**src/ppu_pkg.sv**
```systemverilog
/*
 * Shared constants, types and register map for the payload pattern unit.
 * Assumes a single clock domain and a plain strobe register port.
 */
package ppu_pkg;
    localparam int unsigned SLOTS     = 12;
    localparam int unsigned LFSR_W    = 23;
    localparam int unsigned TAP_A     = 23;
    localparam int unsigned TAP_B     = 18;
    localparam int unsigned LOCK_CNT  = 4;
    localparam int unsigned ADDR_W    = 4;
    localparam int unsigned CNT_W     = 16;

    localparam logic [3:0] REG_CTRL   = 4'h0;
    localparam logic [3:0] REG_PATH   = 4'h1;
    localparam logic [3:0] REG_B1VAL  = 4'h2;
    localparam logic [3:0] REG_STATUS = 4'h3;
    localparam logic [3:0] REG_IND    = 4'h4;
    localparam logic [3:0] REG_DATA   = 4'h5;
    localparam logic [3:0] REG_INTST  = 4'h6;
    localparam logic [3:0] REG_INTMSK = 4'h7;

    localparam int unsigned CTRL_GEN_EN  = 0;
    localparam int unsigned CTRL_MON_EN  = 1;
    localparam int unsigned CTRL_INCR    = 2;
    localparam int unsigned CTRL_B1_EN   = 3;
    localparam int unsigned CTRL_REALIGN = 4;
    localparam int unsigned IND_SEL_BIT  = 4;
    localparam int unsigned IND_BUSY_BIT = 15;

    localparam int unsigned EV_SYNC   = 0;
    localparam int unsigned EV_LOSS   = 1;
    localparam int unsigned EV_ERR    = 2;
    localparam int unsigned EV_B1     = 3;
    localparam int unsigned EV_W      = 4;

    localparam logic [15:0] CNT_MAX   = 16'hFFFF;
    localparam logic [15:0] CNT_ZERO  = 16'h0000;

    typedef enum logic [2:0] {
        PPU_HUNT  = 3'b001,
        PPU_CHECK = 3'b010,
        PPU_SYNC  = 3'b100
    } ppu_mon_state_t;

    typedef struct packed {
        logic       valid;
        logic [3:0] slot;
        logic       b1;
        logic       e1;
        logic [7:0] data;
    } ppu_byte_t;

    typedef struct packed {
        logic [22:0]    lfsr;
        logic [1:0]     fill;
        logic [2:0]     run;
        ppu_mon_state_t state;
        logic [15:0]    errors;
    } ppu_chan_t;
endpackage : ppu_pkg

```
**src/ppu_prbs_step.sv**
```systemverilog
/*
 * Byte step of the pattern shift register: eight shifts at once.
 * Assumes a 23-stage register with feedback from stages 23 and 18.
 */
module ppu_prbs_step (
    // State in
    input  wire logic [22:0] state_in,
    // State and byte out
    output logic [22:0] state_out,
    output logic [7:0]  byte_out
);
    logic [30:0] ext;

    // Stage k of the extended vector is the feedback bit produced k-22 shifts later.
    always_comb begin
        ext = 31'h0000_0000;
        ext[22:0] = state_in;
        for (int k = 23; k < 31; k++) begin
            ext[k] = ext[k - ppu_pkg::TAP_A] ^ ext[k - ppu_pkg::TAP_B];
        end
    end

    assign state_out = ext[30:8];
    assign byte_out  = {ext[23], ext[24], ext[25], ext[26], ext[27], ext[28], ext[29], ext[30]};
endmodule : ppu_prbs_step

```
**src/ppu_slot_mem.sv**
```systemverilog
/*
 * Per-slot state store for the monitor, one word per time slot.
 * Read data come out of a register one cycle after the address.
 */
module ppu_slot_mem #(
    parameter int unsigned WIDTH = 8
) (
    // Clocking
    input  wire logic             clock,
    input  wire logic             nrst,
    input  wire logic             ce,
    // Access
    input  wire logic [3:0]       rd_addr,
    output logic [WIDTH-1:0]      rd_data,
    input  wire logic             wr_en,
    input  wire logic [3:0]       wr_addr,
    input  wire logic [WIDTH-1:0] wr_data
);
    logic [WIDTH-1:0] mem [ppu_pkg::SLOTS];

    always_ff @(posedge clock or negedge nrst) begin
        if (!nrst) begin
            rd_data <= '0;
            for (int i = 0; i < ppu_pkg::SLOTS; i++) mem[i] <= '0;
        end else if (ce) begin
            if (wr_en) mem[wr_addr] <= wr_data;
            rd_data <= mem[rd_addr];
        end
    end
endmodule : ppu_slot_mem

```
**src/ppu_top.sv**
```systemverilog
/*
 * Payload pattern unit: generator and monitor for the STS-12 payload, twelve
 * interleaved STS-1 slots. Assumes slot numbers and B1/E1 markers arrive with
 * each byte, synchronous to clock.
 */
// Summary of operation
// - Generate and check an X^23+X^18+1 pseudo-random or an incrementing byte pattern in the payload.
// - Optionally compare a programmed value on every B1 byte and its complement on every E1 byte.
// - Handle one STS-12 payload as twelve time slots, grouping set individually for each group of three slots.
// - Allow one STS-12c, twelve STS-1, four STS-3c, or 3+3, 6+2, 9+1 mixes of STS-1 and STS-3c.
// - The register state is the last 23 of 24 bits received; the next byte is the next eight feedback bits.
// - Four received bytes of one payload recover the state, later bytes are predicted from it.
// - From recovery, four consecutive matching bytes are needed before declaring synchronised.
// - When synchronised, four consecutive mismatches drop sync and restart recovery automatically.
// - Setting the force realign bit drops sync and starts a fresh recovery on the one path in the monitor pipeline at that cycle.
// - Each mismatch while synchronised counts in a 16-bit counter that saturates at FFFFh.
// - An indirect read copies the count into the data register and clears the counter at once.
// - Errors only count while synchronised and are dropped otherwise.
// - Software waits for busy low, writes the path with the read select at 1, polls busy, then reads data.
module ppu_top (
    // Clocking
    input  wire logic               clock,
    input  wire logic               nrst,
    input  wire logic               ce,
    // Register port
    input  wire logic [3:0]         reg_addr,
    input  wire logic [15:0]        reg_wdata,
    input  wire logic               reg_wr,
    input  wire logic               reg_rd,
    output logic [15:0]             reg_rdata,
    // Receive stream
    input  wire ppu_pkg::ppu_byte_t rx_in,
    // Transmit stream
    input  wire ppu_pkg::ppu_byte_t tx_slot,
    output ppu_pkg::ppu_byte_t      tx_out,
    // Status
    output logic                    irq
);
    logic [15:0] ctrl;
    logic [3:0]  path_cfg;
    logic [7:0]  b1_value;
    logic [15:0] ind_data;
    logic [3:0]  ind_chan;
    logic        ind_busy;
    logic [ppu_pkg::EV_W-1:0] int_stat;
    logic [ppu_pkg::EV_W-1:0] int_mask;

    // Path grouping: bit g set makes slots 3g..3g+2 one STS-3c; ctrl[8] set makes STS-12c whatever the group bits.
    logic        cfg_12c;
    assign cfg_12c = ctrl[8];

    function automatic logic [3:0] path_of(input logic [3:0] slot, input logic [3:0] grp, input logic c12);
        logic [3:0] g;
        g = 4'(slot / 4'd3);
        if (c12) path_of = 4'h0;
        else if (grp[g[1:0]]) path_of = 4'(g * 4'd3);
        else path_of = slot;
    endfunction

    // Write decode.
    logic wr_ctrl, wr_path, wr_b1, wr_ind, wr_ist, wr_msk;
    assign wr_ctrl = reg_wr && reg_addr == ppu_pkg::REG_CTRL;
    assign wr_path = reg_wr && reg_addr == ppu_pkg::REG_PATH;
    assign wr_b1   = reg_wr && reg_addr == ppu_pkg::REG_B1VAL;
    assign wr_ind  = reg_wr && reg_addr == ppu_pkg::REG_IND && !ind_busy
                     && reg_wdata[ppu_pkg::IND_SEL_BIT];
    assign wr_ist  = reg_wr && reg_addr == ppu_pkg::REG_INTST;
    assign wr_msk  = reg_wr && reg_addr == ppu_pkg::REG_INTMSK;

    logic realign;
    assign realign = wr_ctrl && reg_wdata[ppu_pkg::CTRL_REALIGN];

    // Generator: per-path state, advanced only on that path's slots.
    logic [22:0] gen_state [ppu_pkg::SLOTS];
    logic [3:0]  tx_path;
    logic [22:0] gen_next;
    logic [7:0]  gen_byte;
    assign tx_path = path_of(tx_slot.slot, path_cfg, cfg_12c);

    ppu_prbs_step u_gen_step (
        .state_in  (gen_state[tx_path]),
        .state_out (gen_next),
        .byte_out  (gen_byte)
    );

    logic [7:0] gen_out;
    assign gen_out = ctrl[ppu_pkg::CTRL_INCR] ? 8'(gen_state[tx_path][7:0] + 8'h01) : gen_byte;

    always_ff @(posedge clock or negedge nrst) begin
        if (!nrst) begin
            tx_out <= '0;
            for (int i = 0; i < ppu_pkg::SLOTS; i++) gen_state[i] <= 23'h7F_FFFF;
        end else if (ce) begin
            tx_out <= tx_slot;
            if (tx_slot.valid && ctrl[ppu_pkg::CTRL_GEN_EN] && !tx_slot.b1 && !tx_slot.e1) begin
                tx_out.data <= gen_out;
                gen_state[tx_path] <= ctrl[ppu_pkg::CTRL_INCR] ? {15'h0000, gen_out} : gen_next;
            end else if (tx_slot.valid && ctrl[ppu_pkg::CTRL_B1_EN] && tx_slot.b1) begin
                tx_out.data <= b1_value;
            end else if (tx_slot.valid && ctrl[ppu_pkg::CTRL_B1_EN] && tx_slot.e1) begin
                tx_out.data <= ~b1_value;
            end
        end
    end

    // Monitor: stage 1 reads slot state from memory, stage 2 evaluates and writes back.
    ppu_pkg::ppu_byte_t rx_q;
    logic [3:0]  rx_path, q_path;
    ppu_pkg::ppu_chan_t ch_rd, ch_wr;
    logic        ch_we;
    assign rx_path = path_of(rx_in.slot, path_cfg, cfg_12c);

    // Forwarding covers back-to-back bytes of the same path, e.g. in STS-12c.
    ppu_pkg::ppu_chan_t ch_cur;
    logic [3:0]  last_path;
    logic        last_we;
    ppu_pkg::ppu_chan_t last_wr;

    ppu_slot_mem #(.WIDTH($bits(ppu_pkg::ppu_chan_t))) u_mem (
        .clock   (clock),
        .nrst    (nrst),
        .ce      (ce),
        .rd_addr (rx_path),
        .rd_data (ch_rd),
        .wr_en   (ch_we),
        .wr_addr (q_path),
        .wr_data (ch_wr)
    );

    assign ch_cur = (last_we && last_path == q_path) ? last_wr : ch_rd;

    logic [22:0] mon_next;
    logic [7:0]  mon_byte;
    ppu_prbs_step u_mon_step (
        .state_in  (ch_cur.lfsr),
        .state_out (mon_next),
        .byte_out  (mon_byte)
    );

    logic [7:0] expect_byte;
    logic       match, pat_byte, b1_err;
    logic [22:0] shifted_in;
    assign expect_byte = ctrl[ppu_pkg::CTRL_INCR] ? 8'(ch_cur.lfsr[7:0] + 8'h01) : mon_byte;
    assign match       = expect_byte == rx_q.data;
    assign pat_byte    = rx_q.valid && !rx_q.b1 && !rx_q.e1 && ctrl[ppu_pkg::CTRL_MON_EN];
    assign b1_err      = rx_q.valid && ctrl[ppu_pkg::CTRL_B1_EN]
                         && ((rx_q.b1 && rx_q.data != b1_value) || (rx_q.e1 && rx_q.data != ~b1_value));
    // Newest bits enter at the top, as in the step module, so the eight oldest bits fall off the bottom.
    assign shifted_in  = {rx_q.data[0], rx_q.data[1], rx_q.data[2], rx_q.data[3],
                          rx_q.data[4], rx_q.data[5], rx_q.data[6], rx_q.data[7], ch_cur.lfsr[22:8]};

    logic ind_hit, ev_sync, ev_loss, ev_err;
    assign ind_hit = ind_busy && ind_chan == q_path;
    assign ch_we   = pat_byte || realign || ind_hit;

    always_comb begin
        ch_wr   = ch_cur;
        ev_sync = 1'b0;
        ev_loss = 1'b0;
        ev_err  = 1'b0;
        if (pat_byte) begin
            unique case (ch_cur.state)
                ppu_pkg::PPU_HUNT: begin
                    ch_wr.lfsr = ctrl[ppu_pkg::CTRL_INCR] ? {15'h0000, rx_q.data} : shifted_in;
                    ch_wr.fill = 2'(ch_cur.fill + 2'd1);
                    // Fourth byte completes recovery.
                    if (ch_cur.fill == 2'd3) begin
                        ch_wr.state = ppu_pkg::PPU_CHECK;
                        ch_wr.run   = 3'd0;
                    end
                end
                ppu_pkg::PPU_CHECK: begin
                    ch_wr.lfsr = ctrl[ppu_pkg::CTRL_INCR] ? {15'h0000, rx_q.data} : shifted_in;
                    if (!match) begin
                        ch_wr.run = 3'd0;
                    end else if (ch_cur.run == 3'(ppu_pkg::LOCK_CNT - 1)) begin
                        ch_wr.state = ppu_pkg::PPU_SYNC;
                        ch_wr.run   = 3'd0;
                        ev_sync     = 1'b1;
                    end else begin
                        ch_wr.run = 3'(ch_cur.run + 3'd1);
                    end
                end
                ppu_pkg::PPU_SYNC: begin
                    ch_wr.lfsr = ctrl[ppu_pkg::CTRL_INCR] ? {15'h0000, expect_byte} : mon_next;
                    if (match) begin
                        ch_wr.run = 3'd0;
                    end else begin
                        ev_err = 1'b1;
                        if (ch_cur.errors != ppu_pkg::CNT_MAX) ch_wr.errors = 16'(ch_cur.errors + 16'h0001);
                        if (ch_cur.run == 3'(ppu_pkg::LOCK_CNT - 1)) begin
                            ch_wr.state = ppu_pkg::PPU_HUNT;
                            ch_wr.fill  = 2'd0;
                            ch_wr.run   = 3'd0;
                            ev_loss     = 1'b1;
                        end else begin
                            ch_wr.run = 3'(ch_cur.run + 3'd1);
                        end
                    end
                end
                default: begin
                    ch_wr.state = ppu_pkg::PPU_HUNT;
                    ch_wr.fill  = 2'd0;
                end
            endcase
        end
        if (realign) begin
            ch_wr.state = ppu_pkg::PPU_HUNT;
            ch_wr.fill  = 2'd0;
            ch_wr.run   = 3'd0;
        end
        if (ind_hit) ch_wr.errors = ch_wr.errors == ch_cur.errors ? ppu_pkg::CNT_ZERO : 16'h0001;
    end

    // Realign only touches the slot in the pipeline; the other slots keep their state.
    always_ff @(posedge clock or negedge nrst) begin
        if (!nrst) begin
            rx_q      <= '0;
            q_path    <= 4'h0;
            last_path <= 4'h0;
            last_we   <= 1'b0;
            last_wr   <= '0;
        end else if (ce) begin
            rx_q      <= rx_in;
            q_path    <= rx_path;
            last_path <= q_path;
            last_we   <= ch_we;
            last_wr   <= ch_wr;
        end
    end

    // Registers, indirect access and interrupts.
    logic [ppu_pkg::EV_W-1:0] ev_vec;
    assign ev_vec = {b1_err, ev_err, ev_loss, ev_sync};

    always_ff @(posedge clock or negedge nrst) begin
        if (!nrst) begin
            ctrl     <= 16'h0000;
            path_cfg <= 4'h0;
            b1_value <= 8'h00;
            ind_data <= 16'h0000;
            ind_chan <= 4'h0;
            ind_busy <= 1'b0;
            int_stat <= '0;
            int_mask <= '0;
        end else if (ce) begin
            if (wr_ctrl) ctrl <= reg_wdata & ~(16'h0001 << ppu_pkg::CTRL_REALIGN);
            if (wr_path) path_cfg <= reg_wdata[3:0];
            if (wr_b1)   b1_value <= reg_wdata[7:0];
            if (wr_msk)  int_mask <= reg_wdata[ppu_pkg::EV_W-1:0];
            // Set wins over the write-one clear.
            int_stat <= (int_stat & ~(wr_ist ? reg_wdata[ppu_pkg::EV_W-1:0] : '0)) | ev_vec;
            if (wr_ind) begin
                ind_chan <= reg_wdata[3:0];
                ind_busy <= 1'b1;
            end else if (ind_hit) begin
                // An error in the same cycle belongs to the fresh count, not to the copy.
                ind_data <= ch_cur.errors;
                ind_busy <= 1'b0;
            end
        end
    end

    assign irq = |(int_stat & int_mask);

    logic [15:0] rd_mux;
    assign rd_mux = reg_addr == ppu_pkg::REG_CTRL   ? ctrl :
                    reg_addr == ppu_pkg::REG_PATH   ? {12'h000, path_cfg} :
                    reg_addr == ppu_pkg::REG_B1VAL  ? {8'h00, b1_value} :
                    reg_addr == ppu_pkg::REG_STATUS ? {13'h0000, ch_rd.state} :
                    reg_addr == ppu_pkg::REG_IND    ? {ind_busy, 11'h000, ind_chan} :
                    reg_addr == ppu_pkg::REG_DATA   ? ind_data :
                    reg_addr == ppu_pkg::REG_INTST  ? {12'h000, int_stat} :
                    reg_addr == ppu_pkg::REG_INTMSK ? {12'h000, int_mask} : 16'h0000;

    always_ff @(posedge clock or negedge nrst) begin
        if (!nrst) reg_rdata <= 16'h0000;
        else if (ce) reg_rdata <= reg_rd ? rd_mux : 16'h0000;
    end
endmodule : ppu_top

```
**config.mk**
```make
export PLATFORM = sky130hd
export DESIGN_NAME = ppu_top
export DESIGN_NICKNAME = d
export VERILOG_FILES = /design/src/ppu_pkg.sv /design/src/ppu_prbs_step.sv /design/src/ppu_slot_mem.sv /design/src/ppu_top.sv
export SDC_FILE = /design/constraint.sdc
export NUM_CORES = 2
export LEC_CHECK = 0
export ABC_AREA = 1
export BUFFER_PORTS_ARGS = -buffer_cell sky130_fd_sc_hd__buf_2
export CAP_MARGIN = 20
export CORE_AREA = 2 2 307 309
export DETAILED_ROUTE_END_ITERATION = 8
export DIE_AREA = 0 0 309 311
export PLACE_DENSITY = 0.69
export SYNTH_ARGS = -nofsm -noshare
export SYNTH_HDL_FRONTEND = slang
export SYNTH_SLANG_ARGS = --single-unit
```
**constraint.sdc**
```tcl
create_clock -name clock -period 5.5 [get_ports clock]
set_input_delay 0.55 -clock clock [delete_from_list [all_inputs] [get_ports clock]]
set_output_delay 0.55 -clock clock [all_outputs]
set_load 0.01 [all_outputs]
```
# After elaboration in Yosys (flattened, before gate mapping)
# Index checks and enable logic that the tools add are counted.
# Widths: inputs -> output; s select.
dict set report totals {
  output_inout_bits 32
  register_bits 1041
  wordCells 229
}
dict set report op_classes {
  add_sub_neg 5
  bitwise 25
  div 2
  n_eq_ne 19
  mul 2
  magnitude_cmp 7
  n_reduce_logical 47
  mux 71
}
# cell count
set op_table {}
lappend op_table {{$bwmux 564} 1}
lappend op_table {{$bwmux 276} 1}
lappend op_table {{$mux 47} 5}
lappend op_table {{$bmux 47 s4} 1}
lappend op_table {{$demux 47 s4} 1}
lappend op_table {{$mux 16} 10}
lappend op_table {{$mux 23} 6}
lappend op_table {{$bmux 23 s4} 1}
lappend op_table {{$demux 23 s4} 1}
lappend op_table {{$mux 8} 6}
lappend op_table {{$pmux 23 s2} 1}
lappend op_table {{$mux 4} 7}
lappend op_table {{$logic_and 1x1->1} 26}
lappend op_table {{$mux 19} 1}
lappend op_table {{$mux 3} 6}
lappend op_table {{$pmux 3 s3} 2}
lappend op_table {{$add 16x1->16 const B} 1}
lappend op_table {{$add 8x1->8 const B} 2}
lappend op_table {{$eq 16x16->1} 1}
lappend op_table {{$eq 4x3->1 const B} 4}
lappend op_table {{$ne 16x16->1 const B} 1}
lappend op_table {{$ne 8x8->1} 2}
lappend op_table {{$reduce_and 2->1} 8}
lappend op_table {{$xor 1x1->1} 16}
lappend op_table {{other kinds (33)} 67}

# Longest topological paths before layout
dict set report depth {
  ltp_word 13
  ltp_mapped 31
  mapped_depth_nobuf 29
}

# Cells and area by module
# From an unflattened synthesis, not the netlist that was laid out.
dict set report unflattened {
  hier_cells 6655
  area_unflattened_um2 51466.9
}
# mod n_inst cells_each area_per_inst_um2 seq_area_each_um2
set by_module_without_submodules {}
lappend by_module_without_submodules {ppu_slot_mem 1 3657 28274.6 15289.7}
lappend by_module_without_submodules {ppu_top 1 2878 22569.1 11105.7}
lappend by_module_without_submodules {ppu_prbs_step 2 60 311.5 0.0}

# Worst setup path before layout
# No wires, ideal clock.
dict set report synth_timing {
  path_kind {input to register}
  start {input port tx_slot[12] in the netlist's numbering}
  end {register gen_state[163] in the netlist's numbering}
  path_stages 29
  setup_ns 0.090
  setup_slack_ns 1.322
  arrival_time_ns 4.088
  required_time_ns 5.410
  path_cell_list {inv_2 -> nor2_2 -> ha_1 -> inv_1 -> ha_1 -> nand2_1 -> a21oi_1 -> inv_1 -> nand2_1 -> o21ai_2 -> ha_1 -> fa_1 -> xnor2_1 -> nor2_2 -> nor3_4 -> inv_2 -> nand2_4 -> inv_2 -> buf_2 -> nand2_1 -> nand3_2 -> inv_1 -> ha_1 -> a21oi_1 -> o21ai_0 -> o21ai_1 -> inv_1 -> clkbuf_1 -> o21ai_0}
}
dict set report synth_between {
  elab_chain_len 13
}
# element line
set synth_rtl {}
lappend synth_rtl {{start, declared} ppu_top.sv:34} ;# input wire ppu_pkg::ppu_byte_t tx_slot,
lappend synth_rtl {{parallel branches: the longest is 3 deep, another holds $div 4x2->4} -}
lappend synth_rtl {{$mux 4 *} ppu_top.sv:56} ;# else if (grp[g[1:0]]) path_of = 4'(g * 4'd3);
lappend synth_rtl {{$mux 4 *} ppu_top.sv:55} ;# if (c12) path_of = 4'h0;
lappend synth_rtl {{$not 4->5 *} {ppu_top.sv:81, ppu_top.sv:87, ppu_top.sv:97}}
lappend synth_rtl {{$bmux 23 s4} {ppu_top.sv:81, ppu_top.sv:87}}
lappend synth_rtl {{$mux 23 (implied by the code) (2 in a row)} ppu_top.sv:87} ;# assign gen_out = ctrl[ppu_pkg::CTRL_INCR] ? 8'(gen_state[tx_path][7:0] + 8'h01) : gen_byte;
lappend synth_rtl {{$add 8x1->8 / $xor 1x1->1 (equally long branches)} {ppu_top.sv:87, ppu_prbs_step.sv:19}}
lappend synth_rtl {{$mux 8} ppu_top.sv:87}
lappend synth_rtl {{$mux 23} ppu_top.sv:97} ;# gen_state[tx_path] <= ctrl[ppu_pkg::CTRL_INCR] ? {15'h0000, gen_out} : gen_next;
lappend synth_rtl {{$bwmux 276 *} ppu_top.sv:97}
lappend synth_rtl {{end signal, assigned by index} ppu_top.sv:97}
lappend synth_rtl {{end, declared} ppu_top.sv:74} ;# logic [22:0] gen_state [ppu_pkg::SLOTS];
# Every way passes the cells marked *. The select of a mux whose other input is x is not followed.
# A chain may end at the register's enable or synchronous reset.

# Worst setup path in the final report
dict set report layout_timing {
  start {register q_path[1]}
  end {register u_mem.mem[562] in the netlist's numbering}
}
dict set report layout_between {
  elab_chain_len 8
}
# element line
set layout_rtl {}
lappend layout_rtl {{start, declared} ppu_top.sv:108} ;# logic [3:0] rx_path, q_path;
lappend layout_rtl {{start signal, assigned} ppu_top.sv:225} ;# q_path <= rx_path;
lappend layout_rtl {{$eq 4x4->1} ppu_top.sv:130} ;# assign ch_cur = (last_we && last_path == q_path) ? last_wr : ch_rd;
lappend layout_rtl {{$logic_and 1x1->1} ppu_top.sv:130}
lappend layout_rtl {{$mux 47} ppu_top.sv:130}
lappend layout_rtl {{$eq 3x2->1, or another cell as far along} ppu_top.sv:162} ;# unique case (ch_cur.state)
lappend layout_rtl {{$reduce_or 2->1 (no source line) / $mux 23 (equally long branches)} -}
lappend layout_rtl {{$pmux 23 s2} ppu_top.sv:162}
lappend layout_rtl {{$mux 47} ppu_top.sv:161} ;# if (pat_byte) begin
lappend layout_rtl {{$bwmux 564} ppu_slot_mem.sv:26} ;# if (wr_en) mem[wr_addr] <= wr_data;
lappend layout_rtl {{end signal, assigned by index} ppu_slot_mem.sv:26}
lappend layout_rtl {{end, declared} ppu_slot_mem.sv:19} ;# logic [WIDTH-1:0] mem [ppu_pkg::SLOTS];
# Parallel ways exist; a longest one is shown, timed or not.

==> summary.md <==
| Metric | Value |
|---|---|
| CTS buffer count | 111 |
| CP max FO | 24 |
| Post-CTS Setup Inserts | 0 |
| CP Capture Type | register |
| Tcrit/Tclk final | 0.864 |
| RSZ-0062 raised after global routing | no |
| Die Wd | 309 µm |
| Number of H-tree levels | 3 |
| Total track usage | 0.331 |
| Rows | 112 |
| Post-cts resize count | 0 |
| Share of layout cells above drive strength 1 | 0.150 |
| MaxCap Viol Count | 0 |
| Pleak | 25.7 nW |
| Die H | 311 µm |
| Yosys cell types | 64 |
| Vias | 44200 |
| Post-detail-place hpwl | 96900 µm |
| Maximum clock path buffer count | 3 |
| Clock sinks | 1041 |
| Syn nets | 6320 |
| Worst-Margin Slew | 1.14 ns |
| #FFs+latches synth | 1041 |
| Synth warnings | 0 |
| Total grt overflow | 0 |
| Pwr Density | 403 mW/mm² |
| Die area | 0.0961 mm² |
| Vias in the first global route | 41700 |
| Kind of critical path | reg2reg |
| Final setup fails | 0 |
| Hold slack final | 0.0806 ns |
| Drt drc | 0 |
| Reg2reg setup slack | 0.75 ns |
| Largest net degree at the start of global routing | 169 |
| IO Port Bufs | 86 |
| Worst hold start | rx_in[0] |
| Post-Syn Area | 0.0505 mm² |
| Fmax | 0.211 GHz |
| Most used DFF post-synth | dfrtp_1 |
| Reg clk slew, reported paths | 0.06 ns |
| Fin. max-slew vios | 0 |
| Area delta synth->final | 10.5% |
| Critical R2R Launch | q_path[1]$_DFFE_PN0P_ |
| Wire length per cell | 21.0 µm |
| Sequential-to-total area share from yosys stat | 0.522 |
| Syn Inst Count | 6252 |
| CP startpoint kind | register |
| Skew-Pair Late Insertion Delay | 0.70 ns |
| Worst setup startpoint | q_path[1]$_DFFE_PN0P_ |
| Final Hold Fails | 0 |
| Root Buffer | clkbuf_16 |
| Final WL | 158000 µm |
| Drt via density | 5.88 |
| HP Class | in2reg |
| Final #Nets | 6222 |
| Period minus WS final | 4.75 ns |
| Mean post-synth cell area | 8.08 µm² |
| Worst VDD drop | 0.299 mV |
| Status | finished clean |
| Post-synth ARST share | 1.00 |
| Final setup TNS | 0 ns |
| I/O pin count | 87 |
| Initial Utilization | 0.545 |
| Routed Antenna Nets | 0 |
| Core area | 0.0928 mm² |
| CP required | 6.03 ns |
| Clk_skew | 0.0341 ns |
| Initial antenna violation count | 10 |
| First-pass GRT wire length | 249000 µm |
| Max transition margin | 0.237 |
| Number of flops mapped to enable cells by yosys | 0 |
| DR iter-0 viols | 5414 |
| 1st-pass router iterations | 6 |
| CTS tree | yes |
| Final Wtd Congestion | 0.988 |
| Worst EP arrival | 5.28 ns |
==> worst max-delay path: stages (launching register included) <==
cell	delay, ns
dfrtp_1	0.61
inv_1	0.11
nand2_1	0.08
nand2_1	0.08
nor2_4	0.39
nand3_4	0.31
buf_4	0.33
mux2i_4	0.27
nand3_1	0.20
nand2_1	0.43
inv_1	0.17
nand2_2	0.12
nand2_4	0.21
buf_4	0.29
o21ai_1	0.74
o21ai_0	0.19
==> cell type report <==
type | count | area [µm²]
fill | 8237 | 36900
sequential | 1041 | 26400
multi-input combinational | 4471 | 21100
clock buffer | 169 | 3370
timing repair buffer | 239 | 1850
tap | 1254 | 1570
inverter | 290 | 1110
clock inverter | 39 | 424
antenna | 7 | 17.5
==> power breakdown <==
group	total (W)	switching, W	leakage (nW)	internal, W
clock	0.00775	0.00317	1.88	0.00458
combinational	0.00556	0.00394	11.3	0.00161
sequential	0.00917	0.000587	12.4	0.00858
==> repair_timing <==
action                     CTS  global route
hold endpoints to repair    77             0
hold buffers                 1             0
setup endpoints to repair    0             0
==> stage by stage <==
| step | area (µm²) | power, W | instances | util | setup slack (ns) |
|---|---|---|---|---|---|
| 2_1_floorplan | 50500 | 0.0129 | 6252 | - | 1.32 |
| 3_3_place_gp | 52000 | 0.0146 | 7293 | 0.561 | 0.627 |
| 3_5_place_dp | 52000 | 0.0147 | 7293 | 0.561 | 0.601 |
| 4_1_cts | 55800 | 0.0225 | 7502 | 0.601 | 0.838 |
| 5_1_grt | 55800 | 0.0236 | 7508 | 0.602 | 0.408 |
| 6_report | 55800 | 0.0225 | 7510 | 0.602 | 0.750 |
==> layer usage <==
metal,GRT usage,routed length (µm)
met5,0,13
met4,0.138,6810
met3,0.0512,13300
met2,0.503,71000
met1,0.473,66600
==> Yosys cell counts (9+ instances only) <==
library cell | instances | area share
dfstp_2 | 276 | 0.14
o21ai_0 | 970 | 0.096
nand3_1 | 214 | 0.021
o21ai_1 | 86 | 0.0085
o221ai_1 | 9 | 0.0016
buf_2 | 79 | 0.0078
o21ai_2 | 87 | 0.015
inv_1 | 246 | 0.018
o22ai_1 | 68 | 0.0084
nor3_1 | 23 | 0.0023
nor2_1 | 508 | 0.038
clkbuf_1 | 313 | 0.023
nand4_1 | 122 | 0.015
a22oi_1 | 20 | 0.0030
a21oi_1 | 65 | 0.0064
nand3_2 | 15 | 0.0030
dfrtp_1 | 765 | 0.38
buf_6 | 14 | 0.0031
buf_1 | 16 | 0.0012
or2_2 | 20 | 0.0025
a31oi_1 | 49 | 0.0061
nor2_2 | 10 | 0.0012
nand2_1 | 1964 | 0.15
o211ai_1 | 105 | 0.016
buf_4 | 26 | 0.0039
inv_2 | 38 | 0.0028
xnor2_1 | 11 | 0.0019
ha_1 | 11 | 0.0027
==> flip-flops by register name, indices dropped and copies added (netlist names) <==
| name | flops |
|---|---|
| last_we | 1 |
| u_mem.mem | 564 |
| int_mask | 4 |
| ind_data | 16 |
| rx_q | 11 |
| q_path | 4 |
| path_cfg | 4 |
| ctrl | 15 |
| tx_out | 15 |
| u_mem.rd_data | 47 |
| last_wr | 47 |
| ind_busy | 1 |
| last_path | 4 |
| ind_chan | 4 |
| b1_value | 8 |
| reg_rdata | 16 |
| gen_state | 276 |
| int_stat | 4 |
==> logic make-up after synthesis <==
family	share of synthesized area
simple gates	0.237
compound gates	0.169
flops	0.522
buf+inv	0.0610
xor+xnor	0.00312
mux	0.00381
fa+ha+maj	0.00352
==> path summary, 6_finish.rpt <==
| check | cells past startpoint | endpoint |
|---|---|---|
| worst max-delay path | 15 | u_mem.mem[562]$_DFFE_PN0P_ |
| worst min-delay path | 3 | rx_q[0]$_DFFE_PN0P_ |
| worst max register to register | 15 | u_mem.mem[562]$_DFFE_PN0P_ |
| worst min register to register | 2 | gen_state[259]$_DFFE_PN1P_ |
| max in group asynchronous | 3 | u_mem.mem[531]$_DFFE_PN0P_ |
| min in group asynchronous | 2 | u_mem.mem[43]$_DFFE_PN0P_ |
==> cell usage in the layout (no fill, tap or decap), types with 10 or more instances in the layout <==
cell type,netlist,layout
nand3_2,15,15
buf_2,79,84
buf_4,26,132
dfrtp_1,765,764
nand3_1,214,214
xnor2_1,11,11
clkbuf_16,0,113
a21oi_1,65,65
inv_2,38,38
ha_1,11,11
o21ai_2,87,86
inv_1,246,239
o211ai_1,105,105
o21ai_1,86,86
buf_12,0,20
nor3_1,23,19
a31oi_1,49,49
a22oi_1,20,20
clkbuf_1,313,23
nor2_1,508,502
clkinv_2,1,30
clkbuf_8,0,33
nor2_4,8,10
o22ai_1,68,68
nand4_1,122,122
nor2_2,10,14
nand2_1,1964,1963
o21ai_0,970,970
or2_2,20,20
dfstp_2,276,276
(Power assumes the default switching activity.)
